==> src/hw/wdc_cfg.svh <==
// Constants for the watchdog configuration command parser
`ifndef WDC_CFG_SVH
`define WDC_CFG_SVH

// ************************************************************
// Frame characters
// ************************************************************
`define WDC_CHAR_START  8'h24
`define WDC_CHAR_X      8'h58
`define WDC_CHAR_R      8'h52
`define WDC_CHAR_E      8'h45
`define WDC_CHAR_W      8'h57
`define WDC_CHAR_S      8'h53
`define WDC_CHAR_D      8'h44
`define WDC_CHAR_CR     8'h0d
`define WDC_CHAR_OK     8'h21
`define WDC_CHAR_FAIL   8'h3f

// ************************************************************
// Sizes and reset values
// ************************************************************
`define WDC_RX_DEPTH    12
`define WDC_TX_DEPTH    8
`define WDC_SLOT_NUM    8
`define WDC_TMO_RST     16'h0000
`define WDC_SLOT_RST    8'h00
`define WDC_CHAN_RST    16'h0000

`endif

==> src/hw/wdc_pkg.sv <==
// Types and character helpers for the watchdog configuration parser
package wdc_pkg;

   // ************************************************************
   // Command kinds
   // ************************************************************
   typedef enum logic [2:0] {
      CMD_NONE,
      CMD_SET_TMO,
      CMD_GET_TMO,
      CMD_SET_SLOT,
      CMD_GET_SLOT,
      CMD_SET_CHAN,
      CMD_GET_CHAN
   } wdc_cmd_type;

   // ************************************************************
   // Character helpers
   // ************************************************************
   // True for 0-9, A-F, a-f
   function automatic logic hex_ok(input logic [7:0] c);
      return (c >= 8'h30 && c <= 8'h39) || (c >= 8'h41 && c <= 8'h46) ||
             (c >= 8'h61 && c <= 8'h66);
   endfunction

   // True for 0-9 only
   function automatic logic dec_ok(input logic [7:0] c);
      return (c >= 8'h30 && c <= 8'h39);
   endfunction

   // Nibble value of a hex character
   function automatic logic [3:0] hex_val(input logic [7:0] c);
      logic [7:0] v;
      if (c <= 8'h39) begin
         v = c - 8'h30;
      end else if (c <= 8'h46) begin
         v = c - 8'h37;
      end else begin
         v = c - 8'h57;
      end
      return v[3:0];
   endfunction

   // Upper-case hex character of a nibble
   function automatic logic [7:0] to_hex(input logic [3:0] n);
      return (n < 4'ha) ? (8'h30 + {4'h0, n}) : (8'h37 + {4'h0, n});
   endfunction

endpackage

==> src/hw/wdc_parser.sv <==
// Watchdog configuration command parser: decodes ASCII frames, keeps settings
// How it works
// Set timeout command stores four digits, acknowledges
// Get timeout returns stored four digits
// Set slot mask stores two hex characters
// Get slot mask returns two hex characters
// Set channel mask stores four hex characters
// Get channel mask returns that slot's mask
// Every frame ends with carriage return
// Only frames with own address are acted on
// Malformed or foreign frames get no reply
// Mask bit n enables slot or channel n
`timescale 1ns/10ps
`include "wdc_cfg.svh"
`default_nettype none

module wdc_parser
   import wdc_pkg::*;
(
   // Clock and reset
   input  wire logic              ref_clk,
   input  wire logic              reset,
   // Own network address
   input  wire logic [7:0]        dev_addr,
   // Command bytes in
   input  wire logic              rx_valid,
   input  wire logic [7:0]        rx_data,
   // Reply bytes out
   input  wire logic              tx_ready,
   output logic                   tx_valid,
   output logic [7:0]             tx_data,
   // Stored settings
   output logic [15:0]            timeout_bcd,
   output logic [7:0]             slot_enable_mask,
   output logic [7:0][15:0]       chan_enable_mask
);

   // ************************************************************
   // Receive buffer
   // ************************************************************
   logic [`WDC_RX_DEPTH-1:0][7:0] buf_ff, nxt_buf;   // Frame so far
   logic [3:0]                    len_ff, nxt_len;   // Bytes held
   logic                          act_ff, nxt_act;   // Inside a frame
   logic                          eval;              // Terminator seen

   assign eval = rx_valid && act_ff && (rx_data == `WDC_CHAR_CR);

   // A start character always restarts, so a broken frame cannot wedge us
   always_comb begin
      nxt_buf = buf_ff;
      nxt_len = len_ff;
      nxt_act = act_ff;
      if (rx_valid) begin
         if (rx_data == `WDC_CHAR_START) begin
            nxt_buf[0] = rx_data;
            nxt_len    = 4'h1;
            nxt_act    = 1'b1;
         end else if (act_ff) begin
            // Terminator or overlong frame closes it
            if (rx_data == `WDC_CHAR_CR || len_ff == 4'(`WDC_RX_DEPTH)) begin
               nxt_act = 1'b0;
            end else begin
               nxt_buf[len_ff] = rx_data;
               nxt_len         = len_ff + 4'h1;
            end
         end
      end
   end

   always_ff @(posedge ref_clk or posedge reset) begin
      if (reset) begin
         buf_ff <= '0;
         len_ff <= 4'h0;
         act_ff <= 1'b0;
      end else begin
         buf_ff <= nxt_buf;
         len_ff <= nxt_len;
         act_ff <= nxt_act;
      end
   end

   // ************************************************************
   // Frame decode
   // ************************************************************
   logic        addr_ok;   // Address field names us
   wdc_cmd_type cmd;       // Recognised command
   logic        fail;      // Valid frame, invalid operation
   logic [3:0]  slot_val;  // Slot digit value
   logic [2:0]  slot_idx;  // Slot index into masks
   logic [15:0] new_val;   // Value carried by a set command

   // Anything not matching exactly stays CMD_NONE and is answered with silence
   always_comb begin
      cmd      = CMD_NONE;
      addr_ok  = hex_ok(buf_ff[1]) && hex_ok(buf_ff[2]) &&
                 ({hex_val(buf_ff[1]), hex_val(buf_ff[2])} == dev_addr);
      slot_val = hex_val(buf_ff[5]);
      slot_idx = slot_val[2:0];
      fail     = 1'b0;
      new_val  = 16'h0000;
      if (eval && addr_ok && len_ff >= 4'h4 && buf_ff[3] == `WDC_CHAR_X) begin
         if (len_ff == 4'h8 && dec_ok(buf_ff[4]) && dec_ok(buf_ff[5]) &&
             dec_ok(buf_ff[6]) && dec_ok(buf_ff[7])) begin
            cmd     = CMD_SET_TMO;
            new_val = {hex_val(buf_ff[4]), hex_val(buf_ff[5]),
                       hex_val(buf_ff[6]), hex_val(buf_ff[7])};
         end else if (len_ff == 4'h5 && buf_ff[4] == `WDC_CHAR_R) begin
            cmd = CMD_GET_TMO;
         end else if (len_ff == 4'h8 && buf_ff[4] == `WDC_CHAR_E &&
                      buf_ff[5] == `WDC_CHAR_W && hex_ok(buf_ff[6]) &&
                      hex_ok(buf_ff[7])) begin
            cmd     = CMD_SET_SLOT;
            new_val = {8'h00, hex_val(buf_ff[6]), hex_val(buf_ff[7])};
         end else if (len_ff == 4'h6 && buf_ff[4] == `WDC_CHAR_E &&
                      buf_ff[5] == `WDC_CHAR_R) begin
            cmd = CMD_GET_SLOT;
         end else if (len_ff == 4'h6 && buf_ff[4] == `WDC_CHAR_S &&
                      dec_ok(buf_ff[5])) begin
            cmd = CMD_GET_CHAN;
         end else if (len_ff == 4'hb && buf_ff[4] == `WDC_CHAR_S &&
                      dec_ok(buf_ff[5]) && buf_ff[6] == `WDC_CHAR_D &&
                      hex_ok(buf_ff[7]) && hex_ok(buf_ff[8]) &&
                      hex_ok(buf_ff[9]) && hex_ok(buf_ff[10])) begin
            cmd     = CMD_SET_CHAN;
            new_val = {hex_val(buf_ff[7]), hex_val(buf_ff[8]),
                       hex_val(buf_ff[9]), hex_val(buf_ff[10])};
         end
         // A slot digit past the last slot is refused with a fail frame
         if ((cmd == CMD_GET_CHAN || cmd == CMD_SET_CHAN) &&
             slot_val >= 4'(`WDC_SLOT_NUM)) begin
            fail = 1'b1;
         end
      end
   end

   // ************************************************************
   // Stored settings
   // ************************************************************
   logic [15:0]      tmo_ff, nxt_tmo;     // Timeout, four BCD digits
   logic [7:0]       slot_ff, nxt_slot;   // Bit n enables slot n
   logic [7:0][15:0] chan_ff, nxt_chan;   // Per slot channel enables

   assign timeout_bcd      = tmo_ff;
   assign slot_enable_mask = slot_ff;
   assign chan_enable_mask = chan_ff;

   // Settings change even if the reply has to be dropped
   always_comb begin
      nxt_tmo  = tmo_ff;
      nxt_slot = slot_ff;
      nxt_chan = chan_ff;
      if (cmd == CMD_SET_TMO) begin
         nxt_tmo = new_val;
      end
      if (cmd == CMD_SET_SLOT) begin
         nxt_slot = new_val[7:0];
      end
      if (cmd == CMD_SET_CHAN && !fail) begin
         nxt_chan[slot_idx] = new_val;
      end
   end

   always_ff @(posedge ref_clk or posedge reset) begin
      if (reset) begin
         tmo_ff  <= `WDC_TMO_RST;
         slot_ff <= `WDC_SLOT_RST;
         chan_ff <= {`WDC_SLOT_NUM{`WDC_CHAN_RST}};
      end else begin
         tmo_ff  <= nxt_tmo;
         slot_ff <= nxt_slot;
         chan_ff <= nxt_chan;
      end
   end

   // ************************************************************
   // Reply assembly
   // ************************************************************
   logic [`WDC_TX_DEPTH-1:0][7:0] rsp;       // Reply bytes
   logic [3:0]                    rsp_len;   // Reply length
   logic                          load;      // Start a reply

   // A reply that arrives while one is still going out is dropped
   assign load = (cmd != CMD_NONE) && !tx_valid;

   always_comb begin
      rsp     = '0;
      rsp[0]  = fail ? `WDC_CHAR_FAIL : `WDC_CHAR_OK;
      rsp[1]  = to_hex(dev_addr[7:4]);
      rsp[2]  = to_hex(dev_addr[3:0]);
      rsp[3]  = `WDC_CHAR_CR;
      rsp_len = 4'h4;
      if (!fail) begin
         unique case (cmd)
            CMD_GET_TMO: begin
               rsp[3]  = to_hex(tmo_ff[15:12]);
               rsp[4]  = to_hex(tmo_ff[11:8]);
               rsp[5]  = to_hex(tmo_ff[7:4]);
               rsp[6]  = to_hex(tmo_ff[3:0]);
               rsp[7]  = `WDC_CHAR_CR;
               rsp_len = 4'h8;
            end
            CMD_GET_SLOT: begin
               rsp[3]  = to_hex(slot_ff[7:4]);
               rsp[4]  = to_hex(slot_ff[3:0]);
               rsp[5]  = `WDC_CHAR_CR;
               rsp_len = 4'h6;
            end
            CMD_GET_CHAN: begin
               rsp[3]  = to_hex(chan_ff[slot_idx][15:12]);
               rsp[4]  = to_hex(chan_ff[slot_idx][11:8]);
               rsp[5]  = to_hex(chan_ff[slot_idx][7:4]);
               rsp[6]  = to_hex(chan_ff[slot_idx][3:0]);
               rsp[7]  = `WDC_CHAR_CR;
               rsp_len = 4'h8;
            end
            CMD_NONE, CMD_SET_TMO, CMD_SET_SLOT, CMD_SET_CHAN: begin
               rsp_len = 4'h4;
            end
         endcase
      end
   end

   // Serializer
   wdc_tx u_tx (
      .ref_clk  (ref_clk),
      .reset    (reset),
      .load     (load),
      .bytes    (rsp),
      .count    (rsp_len),
      .tx_ready (tx_ready),
      .tx_valid (tx_valid),
      .tx_data  (tx_data)
   );
endmodule
`default_nettype wire

==> src/hw/wdc_tx.sv <==
// Reply serializer: holds one reply frame and hands it out byte by byte
`timescale 1ns/10ps
`include "wdc_cfg.svh"
`default_nettype none

module wdc_tx
   import wdc_pkg::*;
(
   // Clock and reset
   input  wire logic                             ref_clk,
   input  wire logic                             reset,
   // Frame load
   input  wire logic                             load,
   input  wire logic [`WDC_TX_DEPTH-1:0][7:0]    bytes,
   input  wire logic [3:0]                       count,
   // Byte stream out
   input  wire logic                             tx_ready,
   output logic                                  tx_valid,
   output logic [7:0]                            tx_data
);

   // ************************************************************
   // State
   // ************************************************************
   logic [`WDC_TX_DEPTH-1:0][7:0] mem_ff, nxt_mem;     // Frame bytes
   logic [3:0]                    idx_ff, nxt_idx;     // Next byte index
   logic [3:0]                    cnt_ff, nxt_cnt;     // Frame length
   logic                          vld_ff, nxt_vld;     // Byte on offer
   logic [7:0]                    dat_ff, nxt_dat;     // Byte on offer

   assign tx_valid = vld_ff;
   assign tx_data  = dat_ff;

   // Load when idle, advance on each accepted byte
   always_comb begin
      nxt_mem = mem_ff;
      nxt_idx = idx_ff;
      nxt_cnt = cnt_ff;
      nxt_vld = vld_ff;
      nxt_dat = dat_ff;
      if (!vld_ff) begin
         // Idle: a load takes the first byte at once
         if (load) begin
            nxt_mem = bytes;
            nxt_cnt = count;
            nxt_idx = 4'h1;
            nxt_vld = 1'b1;
            nxt_dat = bytes[0];
         end
      end else if (tx_ready) begin
         // Last byte gone ends the frame
         if (idx_ff == cnt_ff) begin
            nxt_vld = 1'b0;
         end else begin
            nxt_dat = mem_ff[idx_ff[2:0]];
            nxt_idx = idx_ff + 4'h1;
         end
      end
   end

   // Registers only
   always_ff @(posedge ref_clk or posedge reset) begin
      if (reset) begin
         mem_ff <= '0;
         idx_ff <= 4'h0;
         cnt_ff <= 4'h0;
         vld_ff <= 1'b0;
         dat_ff <= 8'h00;
      end else begin
         mem_ff <= nxt_mem;
         idx_ff <= nxt_idx;
         cnt_ff <= nxt_cnt;
         vld_ff <= nxt_vld;
         dat_ff <= nxt_dat;
      end
   end

endmodule
`default_nettype wire

==> config.mk <==
export PLATFORM = sky130hd
export DESIGN_NAME = wdc_parser
export DESIGN_NICKNAME = d
export VERILOG_FILES = /design/src/hw/wdc_pkg.sv /design/src/hw/wdc_parser.sv /design/src/hw/wdc_tx.sv
export VERILOG_INCLUDE_DIRS = /design/src /design/src/hw
export SDC_FILE = /design/constraint.sdc
export NUM_CORES = 1
export LEC_CHECK = 0
export BUFFER_PORTS_ARGS = -buffer_cell sky130_fd_sc_hd__buf_2
export CAP_MARGIN = 20
export CORE_AREA = 4 4 184 186
export CTS_BUF_LIST = sky130_fd_sc_hd__clkbuf_16
export DETAILED_ROUTE_END_ITERATION = 8
export DIE_AREA = 0 0 188 190
export PLACE_DENSITY_LB_ADDON = 0.1
export SLEW_MARGIN = 10
export SYNTH_ARGS = -nofsm -noshare
export SYNTH_HDL_FRONTEND = slang
export SYNTH_SLANG_ARGS = --single-unit
==> constraint.sdc <==
create_clock -name ref_clk -period 11.1 [get_ports ref_clk]
set_clock_uncertainty 0.15 [all_clocks]
set_input_delay 0.555 -clock ref_clk [delete_from_list [all_inputs] [get_ports ref_clk]]
set_output_delay 0.555 -clock ref_clk [all_outputs]
set_load 0.05 [all_outputs]
# Yosys cells after proc, flatten, opt, wreduce, memory -nomap -nowiden
# Index checks and enable logic that the tools add are counted.
[totals] rom_bits=0 mem_bits_rw=0 regBits=334 memories=0 out_inout_bits=161 latchBits=0
[classes] n_mux=84 n_addsub=53 multipliers=0 order_cmp=67 div_mod_pow=0 eq_ne=27 n_reduce_logical=83 n_shift=0 bitwise=3
[ops] cell="adder 6 x 4 -> 7 bit (first input constant)" n=24
[ops] cell="two-way mux 16 bit" n=9
[ops] cell="bitwise mux 128 bit" n=1
[ops] cell="<= comparator 8 x 7 -> 1 bit (second input constant)" n=16
[ops] cell=">= comparator 8 x 7 -> 1 bit (second input constant)" n=14
[ops] cell="two-way mux 4 bit" n=26
[ops] cell="bitwise mux 96 bit" n=1
[ops] cell="two-way mux 7 bit" n=12
[ops] cell=">= comparator 8 x 6 -> 1 bit (second input constant)" n=9
[ops] cell="<= comparator 8 x 6 -> 1 bit (second input constant)" n=9
[ops] cell="two-way mux 8 bit" n=9
[ops] cell="subtractor 4 x 3 -> 4 bit (second input constant)" n=18
[ops] cell="case mux 23 bit (3 select lines)" n=1
[ops] cell="== test 8 x 7 -> 1 bit (second input constant)" n=7
[ops] cell="logical AND 1 bit" n=55
[ops] cell="binary-select mux 16 bit (select 3 bit)" n=1
[ops] cell="demux 16 bit (select 3 bit)" n=1
[ops] cell="less-than comparator 4 bit (second input constant)" n=12
[ops] cell="two-way mux 36 bit" n=1
[ops] cell="subtractor 4 x 1 -> 4 bit (second input constant)" n=9
[ops] cell="demux 8 bit (select 4 bit)" n=1
[ops] cell="binary-select mux 8 bit (select 3 bit)" n=1
[ops] cell="two-way mux 3 bit" n=8
[ops] cell="case mux 12 bit (2 select lines)" n=1
[ops] cell="31 further kinds" n=71

# Longest topological paths before layout
# Gate-level depths: netlist (run 1).
[depth] depth_word=23 ltp_mapped=19 mapped_depth_nobuf=15

# Hierarchy
# Synthesis (run 1) repeated with hierarchy kept, for this count alone.
[hier_totals] cells_unflattened=1669 hier_area_um2=18336.3
[by_module_without_submodules] mod="wdc_parser" area_each_um2=14702.9 seq_area_each_um2=5930.7 n_inst=1 cells_each=1441
[by_module_without_submodules] mod="wdc_tx" area_each_um2=3633.5 seq_area_each_um2=2026.9 n_inst=1 cells_each=228

# Worst setup path after synthesis (run 1)
# No wires, ideal clock.
[synth_path] kind="reg-to-reg" start="register buf_ff[40] (netlist name)" end="register u_tx.mem_ff[34] (netlist name)" period_less_slack_ps=4008 setup_slack_ps=7092 setup_time_ps=76 arrival_ps=3781 required_ps=10874 path_stages_with_launch=15 path_cell_list="dfrtp_1 clkbuf_1 inv_1 ha_1 o21bai_1 a21oi_4 xnor2_1 clkbuf_1 buf_2 mux4_2 mux2i_1 ha_1 nor2b_1 mux2_2 o21ai_1"
[synth_via] elab_chain_cells=21 word_cells_on_any_way=54 cone_classes="add/sub: 5; order compare: 5; eq/ne: 7; mux: 17; reduce/logical: 20"
[synth_lines] element="start: declaration" line="wdc_parser.sv:41" rtl="logic [`WDC_RX_DEPTH-1:0][7:0] buf_ff, nxt_buf;"
[synth_lines] element="start signal: assignment" line="wdc_parser.sv:76" rtl="buf_ff <= nxt_buf;"
[synth_lines] element=">= comparator 8 x 6 -> 1 bit / <= comparator 8 x 6 -> 1 bit (equally long branches)" line="wdc_pkg.sv:28, wdc_pkg.sv:34"
[synth_lines] element="logical AND 1 bit" line="wdc_pkg.sv:28" rtl="return (c >= 8'h30 && c <= 8'h39);"
[synth_lines] element="logical AND 1 bit" line="wdc_parser.sv:120" rtl="end else if (len_ff == 4'hb && buf_ff[4] == `WDC_CHAR_S &&"
[synth_lines] element="logical AND 1 bit (no source line)"
[synth_lines] element="logical AND 1 bit (4 in series)" line="wdc_parser.sv:120"
[synth_lines] element="two-way mux 3 bit" line="wdc_parser.sv:120"
[synth_lines] element="two-way mux 3 bit" line="wdc_parser.sv:117" rtl="end else if (len_ff == 4'h6 && buf_ff[4] == `WDC_CHAR_S &&"
[synth_lines] element="two-way mux 3 bit" line="wdc_parser.sv:114" rtl="end else if (len_ff == 4'h6 && buf_ff[4] == `WDC_CHAR_E &&"
[synth_lines] element="[... 2 more ...]"
[synth_lines] element="two-way mux 3 bit" line="wdc_parser.sv:102" rtl="if (len_ff == 4'h8 && dec_ok(buf_ff[4]) && dec_ok(buf_ff[5]) &&"
[synth_lines] element="two-way mux 3 bit" line="wdc_parser.sv:101" rtl="if (eval && addr_ok && len_ff >= 4'h4 && buf_ff[3] == `WDC_CHAR_X) begin"
[synth_lines] element="== test 3 bit" line="wdc_parser.sv:129" rtl="if ((cmd == CMD_GET_CHAN || cmd == CMD_SET_CHAN) &&"
[synth_lines] element="logical OR 1 bit" line="wdc_parser.sv:129"
[synth_lines] element="logical AND 1 bit" line="wdc_parser.sv:129"
[synth_lines] element="two-way mux 1 bit" line="wdc_parser.sv:129"
[synth_lines] element="two-way mux 1 bit" line="wdc_parser.sv:101"
[synth_lines] element="two-way mux 36 bit" line="wdc_parser.sv:192" rtl="if (!fail) begin"
[synth_lines] element="end signal: assignment" line="wdc_tx.sv:70" rtl="mem_ff <= nxt_mem;"
[synth_lines] element="end: declaration" line="wdc_tx.sv:25" rtl="logic [`WDC_TX_DEPTH-1:0][7:0] mem_ff, nxt_mem;"
# Several ways; a longest one is shown, not always the timed one. The select of a mux whose other input is x is not followed.
# A chain may end at the register's enable or synchronous reset.

# Worst setup path in the final report (run 1)
[layout_path] start="register buf_ff[41] (netlist name)" end="register u_tx.mem_ff[50] (netlist name)"
# The elaborated chain is that of the path after synthesis.

==> report_table.html, run 1 <==
<table>
<tr><th>Metric</th><th>Value</th></tr>
<tr><th colspan="2">Synthesis</th></tr>
<tr><td>Synth area leader</td><td>dfrtp_1</td></tr>
<tr><td>Top area cells in the synthesized netlist</td><td>dfrtp_1, o21ai_0, nand2_1</td></tr>
<tr><td>Post-synth EDFFs</td><td>0</td></tr>
<tr><td>Net count of the mapped netlist</td><td>1676</td></tr>
<tr><td>Number of standard cells after synthesis</td><td>1605</td></tr>
<tr><td>Yosys cell types</td><td>79</td></tr>
<tr><td>Primary FF master, synth</td><td>dfrtp_1</td></tr>
<tr><td>Post-synthesis async set-or-reset flop share</td><td>100%</td></tr>
<tr><td>Post-Syn Area</td><td>15900 um2</td></tr>
<tr><td>Yosys warning count</td><td>0</td></tr>
<tr><td>Share of Yosys cell area claimed by the top area cell type</td><td>46.5%</td></tr>
<tr><td>Library cell with the highest instance count after synthesis</td><td>dfrtp_1</td></tr>
<tr><td>Sequential fraction of the synthesis area</td><td>46.5%</td></tr>
<tr><td>Synth cell count leaders</td><td>dfrtp_1, nand2_1, o21ai_0</td></tr>
<tr><td>Post-synthesis sequential element count</td><td>296</td></tr>
<tr><td>Average cell area after synthesis</td><td>9.92 um2</td></tr>
<tr><th colspan="2">Cells and area</th></tr>
<tr><td>Net count, final</td><td>1826</td></tr>
<tr><td>Area overhead of the layout relative to synthesis</td><td>15.0%</td></tr>
<tr><td>Utilization of the core after routing</td><td>56.7%</td></tr>
<tr><td>Diode insertion count for antenna repair</td><td>0</td></tr>
<tr><td>FF/Latch Area</td><td>7410 um2</td></tr>
<tr><td>Fraction of final layout cells sized beyond drive strength 1</td><td>20.7%</td></tr>
<tr><td>Area occupied by multi-input gates</td><td>7970 um2</td></tr>
<tr><td>Filler Cell Count</td><td>2945</td></tr>
<tr><th colspan="2">GRT</th></tr>
<tr><td>Sum of overflow across all layers after global routing</td><td>0</td></tr>
<tr><td>Global-route wire length before repair</td><td>71800 um</td></tr>
<tr><td>Pin count of the biggest net entering global routing</td><td>170</td></tr>
<tr><td>GRT Resource Usage Total</td><td>25.3%</td></tr>
<tr><td>Number of global-route vias before repair</td><td>12400</td></tr>
<tr><td>Number of antenna violations at the first check in global routing</td><td>0</td></tr>
<tr><th colspan="2">Clocking</th></tr>
<tr><td>CTS max path bufs</td><td>3</td></tr>
<tr><td>Clock sink count</td><td>296</td></tr>
<tr><td>Inserted Clock Buffers</td><td>35</td></tr>
<tr><td>Htree depth</td><td>2</td></tr>
<tr><td>Hold buffer count at CTS</td><td>0</td></tr>
<tr><td>CTS Root Cell</td><td>clkbuf_16</td></tr>
<tr><td>Insertion delay to the later sink of the worst-skew pair</td><td>0.53 ns</td></tr>
<tr><td>Number of setup buffers added after CTS</td><td>0</td></tr>
<tr><td>Register clock-pin slew on the reported worst setup and hold paths</td><td>0.06 ns</td></tr>
<tr><td>Clock tree from TritonCTS</td><td>done</td></tr>
<tr><td>Post-cts repair resize count</td><td>0</td></tr>
<tr><th colspan="2">Route</th></tr>
<tr><td>Initial drt markers</td><td>931</td></tr>
<tr><td>Total wire length</td><td>45800 um</td></tr>
<tr><td>Post-detailed-route count of antenna-violating nets</td><td>0</td></tr>
<tr><td>Total number of vias</td><td>12700</td></tr>
<tr><td>Via density per instance</td><td>5.72</td></tr>
<tr><td>Number of remaining DRC errors</td><td>0</td></tr>
<tr><td>First drt pass iteration count</td><td>8</td></tr>
<tr><td>Mean routed wirelength per cell</td><td>20.6 um</td></tr>
<tr><th colspan="2">Floorplan</th></tr>
<tr><td>Starting Density</td><td>49.3%</td></tr>
<tr><td>Num ports</td><td>181</td></tr>
<tr><td>Die area</td><td>35700 um2</td></tr>
<tr><td>Height of the die</td><td>190 um</td></tr>
<tr><td>Core outline area</td><td>32300 um2</td></tr>
<tr><td>Horizontal die dimension</td><td>188 um</td></tr>
<tr><td>Number of core rows</td><td>66</td></tr>
<tr><th colspan="2">STA</th></tr>
<tr><td># setup viols final</td><td>0</td></tr>
<tr><td>Final critical path time including I/O delays and setup</td><td>4.81 ns</td></tr>
<tr><td>Peak Freq</td><td>208 MHz</td></tr>
<tr><td>Rel. slew slack</td><td>32.9%</td></tr>
<tr><td>Max-slew violation count</td><td>0</td></tr>
<tr><td>Unrepaired setup endpoints after global routing</td><td>false</td></tr>
<tr><td>Least setup slack across all paths after layout</td><td>6.29 ns</td></tr>
<tr><td>Actual slew at the worst max-slew pin</td><td>1.01 ns</td></tr>
<tr><td>Final total negative setup slack</td><td>0 ns</td></tr>
<tr><td>Final hold violations</td><td>0</td></tr>
<tr><td>Final period utilization</td><td>43.4%</td></tr>
<tr><th colspan="2">Pwr</th></tr>
<tr><td>Static leakage power</td><td>0.00874 uW</td></tr>
<tr><td>Clock power frac</td><td>34.3%</td></tr>
<tr><td>Proportion of power drawn by flip-flops and latches</td><td>41.3%</td></tr>
<tr><td>Combinational fraction of design power</td><td>24.4%</td></tr>
<tr><td>Sw Ratio</td><td>32.2%</td></tr>
<tr><td>Highest ir drop seen on vdd</td><td>0.140 mV</td></tr>
<tr><td>Internal power of the cells</td><td>2150 uW</td></tr>
<tr><td>Overall power after layout</td><td>3180 uW</td></tr>
<tr><td>Switch Pwr</td><td>1020 uW</td></tr>
<tr><td>Power density over the cells</td><td>174 nW/um2</td></tr>
<tr><th colspan="2">Critical path</th></tr>
<tr><td>Worst flop-to-flop path startpoint</td><td>buf_ff[41]</td></tr>
<tr><td>CP arrival</td><td>5.05 ns</td></tr>
<tr><td>Endpoint type of the worst setup path</td><td>flip-flop</td></tr>
<tr><td>R2r endpoint</td><td>u_tx.mem_ff[50]</td></tr>
<tr><td>Startpoint class of the critical path</td><td>flip-flop</td></tr>
<tr><td>Highest net fanout along the worst path</td><td>61</td></tr>
<tr><td>Data required time at the worst endpoint</td><td>11.33 ns</td></tr>
<tr><td>Class of the most critical setup path</td><td>flip-flop to flip-flop</td></tr>
<tr><td>Count of cells along the worst register-to-register path</td><td>16</td></tr>
<tr><td>R2R setup slack</td><td>6.29 ns</td></tr>
<tr><th colspan="2">Place</th></tr>
<tr><td>Setup WS pre-CTS</td><td>6.15 ns</td></tr>
<tr><td>Gp weighted congestion</td><td>0.885</td></tr>
<tr><td>Count of input and output buffers</td><td>179</td></tr>
<tr><td>HPWL after detailed placement</td><td>32900 um</td></tr>
<tr><th colspan="2">Min path</th></tr>
<tr><td>Worst min-delay path class</td><td>input port to asynchronous set/reset pin</td></tr>
<tr><th colspan="2">Run status</th></tr>
<tr><td>Outcome</td><td>finished, final reports clean</td></tr>
<tr><th colspan="2">Flow run</th></tr>
<tr><td>Max_cap viols</td><td>0</td></tr>
</table>
routing by layer:
layer,up-vias,wire (um),global-route usage (%)
met5,-,0,0
met4,0,1570,8.98
met3,92,2470,4.04
met2,345,21500,40.5
met1,6234,20300,35.1
li1,6040,-,-
how the worst max path moves through the flow:
stage                     from  slack [ns]  cells past startpoint              endpoint
floorplan                reset        2.22                      1                act_ff
global placement    rx_data[1]        6.34                      9  chan_enable_mask[77]
detailed placement  rx_data[6]        6.15                      9  chan_enable_mask[75]
CTS                 buf_ff[40]        6.27                     16       u_tx.mem_ff[50]
global route        buf_ff[40]        5.91                     16       u_tx.mem_ff[50]
finish              buf_ff[41]        6.29                     16       u_tx.mem_ff[50]
cell families (layout without fill, tap and decap cells):
family	after synthesis	count (layout)	share of synthesized area, %
xor gates and xnor gates	47	47	2.59
adders and majority gates	51	51	4.01
and+or+nand+nor	478	478	13.8
muxes	183	183	13.9
buffers and inverters	131	307	3.43
AOI/OAI and AO/OA	418	418	15.6
other	1	1	0.0236
DFF	296	296	46.5
worst max-delay path, stage by stage (launching register included):
cell and delay [ns]:
dfrtp_1 0.60, inv_1 0.15, ha_1 0.22, o21bai_1 0.40, a21oi_4 0.19, mux2i_4 0.18, buf_4 0.77, mux2_2 0.42
a21oi_1 0.18, nor2_1 0.06, a221oi_1 0.53, ha_1 0.32, nand2_1 0.08, nand3_1 0.11, o21ai_0 0.09, a22oi_1 0.14
o21ai_1 0.08
power groups by stage:
| stage | Combinational, uW | Sequential, uW | Clock, uW |
|---|---|---|---|
| after floorplan | 633 | 1270 | 0 |
| after global placement | 755 | 1320 | 0 |
| after detailed placement | 772 | 1330 | 0 |
| after CTS | 776 | 1310 | 1110 |
| after global routing | 849 | 1330 | 1160 |
| final | 776 | 1310 | 1090 |
stage by stage:
step | hold slack (ns) | instance area (um2) | std cells
finish | 0.0485 | 18300 | 2223
global route | 0.130 | 18300 | 2223
CTS | 0.0787 | 18200 | 2216
detailed placement | 0.316 | 17100 | 2153
global placement | 0.308 | 17100 | 2152
floorplan | 0.289 | 15900 | 1605
layout make-up:
class,count,area share (%)
multi-input cells,1178,43.6
clock inverters,27,0.998
inverters,48,1.03
clock buffers,36,4.92
well taps,442,3.02
repair buffers,196,5.98
flip-flops and latches,296,40.5
state kept, by name, indices dropped and copies added, names as in the netlist:
name,flops
slot_enable_mask,8
chan_enable_mask,128
act_ff,1
u_tx.cnt_ff,2
u_tx.idx_ff,4
len_ff,4
u_tx.tx_valid,1
buf_ff,80
u_tx.tx_data,7
u_tx.mem_ff,45
timeout_bcd,16
cells in the final DEF, fill, tap and decap left out, types with 6 or more instances in the layout:
master,instances
a22oi_1,19
inv_1,51
dfrtp_1,296
o21bai_1,7
and3_1,13
o21ai_1,22
clkbuf_16,36
xnor2_1,25
nor2_1,65
a211oi_1,8
nand2_1,270
nand3_1,30
nor2b_1,12
nor4_1,6
buf_4,8
o21a_1,8
clkinv_1,13
mux2_2,88
mux2i_1,72
o211ai_1,9
mux4_2,21
nor3_1,19
nor3b_1,6
nand2b_1,7
and2_1,9
a21o_1,12
xor2_1,21
nor4b_1,6
buf_2,180
o22ai_1,17
a21oi_1,59
nand4_1,10
ha_1,51
o21ai_0,206
No activity file was read; power rests on OpenSTA's default activity.
==> run 2: changes to the inputs <==
--- a/config.mk
+++ b/config.mk
@@ -6,12 +6,13 @@
 export SDC_FILE = /design/constraint.sdc
 export NUM_CORES = 1
 export LEC_CHECK = 0
+export ABC_AREA = 1
 export BUFFER_PORTS_ARGS = -buffer_cell sky130_fd_sc_hd__buf_2
 export CAP_MARGIN = 20
-export CORE_AREA = 4 4 184 186
+export CORE_AREA = 4 4 190 192
 export CTS_BUF_LIST = sky130_fd_sc_hd__clkbuf_16
 export DETAILED_ROUTE_END_ITERATION = 8
-export DIE_AREA = 0 0 188 190
+export DIE_AREA = 0 0 194 196
 export PLACE_DENSITY_LB_ADDON = 0.1
 export SLEW_MARGIN = 10
 export SYNTH_ARGS = -nofsm -noshare
==> constraint.sdc (replaced) <==
create_clock -name ref_clk -period 3.9 [get_ports ref_clk]
set_clock_uncertainty 0.15 [all_clocks]
set_input_delay 0.195 -clock ref_clk [delete_from_list [all_inputs] [get_ports ref_clk]]
set_output_delay 0.195 -clock ref_clk [all_outputs]
set_load 0.05 [all_outputs]
==> report_table.html, run 2 <==
<table>
<tr><th>Metric</th><th>Value</th></tr>
<tr><th colspan="2">Synthesis</th></tr>
<tr><td>Average cell area after synthesis</td><td>7.26 um2 (-27%)</td></tr>
<tr><td>Yosys cell types</td><td>47 (-41%)</td></tr>
<tr><td>Net count of the mapped netlist</td><td>2418 (+44%)</td></tr>
<tr><td>Primary FF master, synth</td><td>dfrtp_1</td></tr>
<tr><td>Number of standard cells after synthesis</td><td>2347 (+46%)</td></tr>
<tr><td>Library cell with the highest instance count after synthesis</td><td>nand2_1</td></tr>
<tr><td>Post-synth EDFFs</td><td>0 (unchanged)</td></tr>
<tr><td>Synth area leader</td><td>dfrtp_1</td></tr>
<tr><td>Share of Yosys cell area claimed by the top area cell type</td><td>43.5% (-3.0 points)</td></tr>
<tr><td>Post-synthesis async set-or-reset flop share</td><td>100% (unchanged)</td></tr>
<tr><td>Post-Syn Area</td><td>17000 um2 (+7.0%)</td></tr>
<tr><td>Synth cell count leaders</td><td>nand2_1, dfrtp_1, o21ai_0</td></tr>
<tr><td>Post-synthesis sequential element count</td><td>296 (unchanged)</td></tr>
<tr><td>Yosys warning count</td><td>0 (unchanged)</td></tr>
<tr><td>Top area cells in the synthesized netlist</td><td>dfrtp_1, nand2_1, o21ai_0</td></tr>
<tr><td>Sequential fraction of the synthesis area</td><td>43.5% (-3.0 points)</td></tr>
<tr><th colspan="2">Critical path</th></tr>
<tr><td>CP arrival</td><td>3.96 ns (-1.09 ns)</td></tr>
<tr><td>Data required time at the worst endpoint</td><td>4.23 ns (-7.10 ns)</td></tr>
<tr><td>Class of the most critical setup path</td><td>flip-flop to flip-flop</td></tr>
<tr><td>Endpoint type of the worst setup path</td><td>flip-flop</td></tr>
<tr><td>Highest net fanout along the worst path</td><td>22 (-64%)</td></tr>
<tr><td>R2R setup slack</td><td>0.27 ns (-6.02 ns)</td></tr>
<tr><td>Startpoint class of the critical path</td><td>flip-flop</td></tr>
<tr><th colspan="2">STA</th></tr>
<tr><td>Final critical path time including I/O delays and setup</td><td>3.63 ns (-1.18 ns)</td></tr>
<tr><td>Max-slew violation count</td><td>0 (unchanged)</td></tr>
<tr><td>Final hold violations</td><td>0 (unchanged)</td></tr>
<tr><td>Peak Freq</td><td>275 MHz (+33%)</td></tr>
<tr><td># setup viols final</td><td>0 (unchanged)</td></tr>
<tr><td>Minimum hold slack</td><td>0.0254 ns (-0.0231 ns)</td></tr>
<tr><td>Rel. slew slack</td><td>40.9% (+8.0 points)</td></tr>
<tr><td>Actual slew at the worst max-slew pin</td><td>0.883 ns (-0.123 ns)</td></tr>
<tr><td>Final period utilization</td><td>93.1% (+50 points)</td></tr>
<tr><td>Unrepaired setup endpoints after global routing</td><td>true</td></tr>
<tr><th colspan="2">Clocking</th></tr>
<tr><td>CTS Root Cell</td><td>clkbuf_16</td></tr>
<tr><td>Htree depth</td><td>2 (unchanged)</td></tr>
<tr><td>Inserted Clock Buffers</td><td>36 (+2.9%)</td></tr>
<tr><td>CTS max path bufs</td><td>3 (unchanged)</td></tr>
<tr><td>Register clock-pin slew on the reported worst setup and hold paths</td><td>0.06 ns (about the same)</td></tr>
<tr><td>Insertion delay to the later sink of the worst-skew pair</td><td>0.56 ns (+0.03 ns)</td></tr>
<tr><td>Clock sink count</td><td>296 (unchanged)</td></tr>
<tr><td>Clock tree from TritonCTS</td><td>done</td></tr>
<tr><th colspan="2">Place</th></tr>
<tr><td>Placed Cells incl. Taps</td><td>2933 (+36%)</td></tr>
<tr><td>Count of input and output buffers</td><td>179 (unchanged)</td></tr>
<tr><td>Gp weighted congestion</td><td>0.938 (+6.0%)</td></tr>
<tr><td>HPWL after detailed placement</td><td>39700 um (+21%)</td></tr>
<tr><th colspan="2">Floorplan</th></tr>
<tr><td>Die area</td><td>38000 um2 (+6.5%)</td></tr>
<tr><td>Core outline area</td><td>34400 um2 (+6.5%)</td></tr>
<tr><td>Number of core rows</td><td>68 (+3.0%)</td></tr>
<tr><td>Horizontal die dimension</td><td>194 um (+3.2%)</td></tr>
<tr><td>Starting Density</td><td>49.6% (+0.26 points)</td></tr>
<tr><td>Height of the die</td><td>196 um (+3.2%)</td></tr>
<tr><td>Num ports</td><td>181 (unchanged)</td></tr>
<tr><th colspan="2">Route</th></tr>
<tr><td>Post-detailed-route count of antenna-violating nets</td><td>0 (unchanged)</td></tr>
<tr><td>Mean routed wirelength per cell</td><td>18.3 um (-11%)</td></tr>
<tr><td>First drt pass iteration count</td><td>5 (-3)</td></tr>
<tr><td>Total wire length</td><td>55100 um (+20%)</td></tr>
<tr><td>Via density per instance</td><td>5.47 (-4.3%)</td></tr>
<tr><td>Total number of vias</td><td>16500 (+30%)</td></tr>
<tr><td>Initial drt markers</td><td>1504 (+62%)</td></tr>
<tr><td>Number of remaining DRC errors</td><td>0 (unchanged)</td></tr>
<tr><th colspan="2">Cells and area</th></tr>
<tr><td>Most common cell after layout, fill and taps aside</td><td>nand2_1</td></tr>
<tr><td>Fraction of final layout cells sized beyond drive strength 1</td><td>12.8% (-7.9 points)</td></tr>
<tr><td>Final instance count without filler cells</td><td>3016 (+36%)</td></tr>
<tr><td>Diode insertion count for antenna repair</td><td>0 (unchanged)</td></tr>
<tr><td>Net count, final</td><td>2606 (+43%)</td></tr>
<tr><td>Flip-flop count of the largest register after layout</td><td>128 (unchanged)</td></tr>
<tr><td>Leading cell types in the layout, fill and taps excluded</td><td>nand2_1, dfrtp_1, o21ai_0</td></tr>
<tr><td>Area overhead of the layout relative to synthesis</td><td>16.0%</td></tr>
<tr><th colspan="2">GRT</th></tr>
<tr><td>GRT Resource Usage Total</td><td>28.2% (+2.9 points)</td></tr>
<tr><td>Pin count of the biggest net entering global routing</td><td>109 (-36%)</td></tr>
<tr><td>Number of antenna violations at the first check in global routing</td><td>0 (unchanged)</td></tr>
<tr><td>Global-route wire length before repair</td><td>87100 um (+21%)</td></tr>
<tr><td>Sum of overflow across all layers after global routing</td><td>0 (unchanged)</td></tr>
<tr><td>Number of global-route vias before repair</td><td>15400 (+24%)</td></tr>
<tr><th colspan="2">Pwr</th></tr>
<tr><td>Static leakage power</td><td>0.0103 uW (+18%)</td></tr>
<tr><td>Power density over the cells</td><td>574 nW/um2 (+230%)</td></tr>
<tr><td>Highest ir drop seen on vdd</td><td>0.663 mV (+370%)</td></tr>
<tr><th colspan="2">Flow run</th></tr>
<tr><td>Max_cap viols</td><td>0 (unchanged)</td></tr>
<tr><th colspan="2">Run status</th></tr>
<tr><td>Outcome</td><td>finished, final reports clean</td></tr>
<tr><th colspan="2">Min path</th></tr>
<tr><td>Worst min-delay path class</td><td>input port to flip-flop</td></tr>
</table>
[run 2: logic make-up after synthesis]
family	share of synthesized area (%)
simple gates	32.1
buf+inv	7.15
flops	43.5
fa+ha+maj	3.75
compound gates	11.7
xor+xnor	1.80
other cells	0.0220
[run 2: through the flow]
step	power, uW	setup TNS [ns]	cell area [um2]	setup WS, ns	utilization [%]
final	11300	0	19800	0.270	57.5
after global routing	12000	-0.00428	19800	-0.00428	57.5
after CTS	11200	0	19700	0.134	57.3
after detailed placement	7940	0	18400	0.158	53.6
after global placement	7890	0	18400	0.295	53.6
after floorplan	6670	-111.33	17000	-0.376	-
[run 2: path summary, 6_finish.rpt]
| path | startpoint | depth (start not counted) | end |
|---|---|---|---|
| setup / recovery | buf_ff[40] | 21 | u_tx.mem_ff[26] |
| hold / removal | rx_data[7] | 3 | buf_ff[63] |
| setup reg to reg | buf_ff[40] | 21 | u_tx.mem_ff[26] |
| hold reg to reg | u_tx.tx_data[2] | 2 | u_tx.tx_data[2] |
| max in group asynchronous | reset | 4 | u_tx.tx_data[5] |
| min in group asynchronous | reset | 4 | chan_enable_mask[36] |
[run 2: power by group]
part           leakage (uW)  switching [uW]  internal (uW)
clock              0.000573            1360           1850
combinational       0.00567            3060           1180
sequential          0.00407             434           3440
[run 2: timing repair]
item,4_1_cts,5_1_grt
hold buffers,15,0
endpoints found under the hold margin,319,0
gates resized for setup,0,5
endpoints found under the setup margin,0,14
setup buffers,0,3
[run 2: layer usage]
metal | global-route usage, % | wire [um]
met1 | 39.5 | 24300
met2 | 45.4 | 25500
met3 | 3.92 | 3530
met4 | 9.66 | 1720
met5 | 0 | 0
[run 2: area by class of cell]
type	instances	area, um2
fill	3276	14600
multi-input combinational	1762	8420
sequential	296	7410
timing repair buffer	238	1490
clock buffer	37	926
inverter	201	762
tap	455	569
clock inverter	27	179
[run 2: critical path, cell delays in order, from the launching register on]
cell	delay (ns)
dfrtp_1	0.45
inv_1	0.15
ha_1	0.23
o21ai_1	0.18
nand3_1	0.20
nand2_1	0.19
nand2_1	0.08
nand2_2	0.26
buf_4	0.37
nand2_1	0.09
nand2_1	0.10
nand2_1	0.05
nand2_1	0.07
inv_1	0.08
nand4_1	0.13
inv_1	0.08
ha_1	0.20
nand2_1	0.07
nand2_1	0.05
o21ai_0	0.08
nand2_1	0.13
a21oi_1	0.16
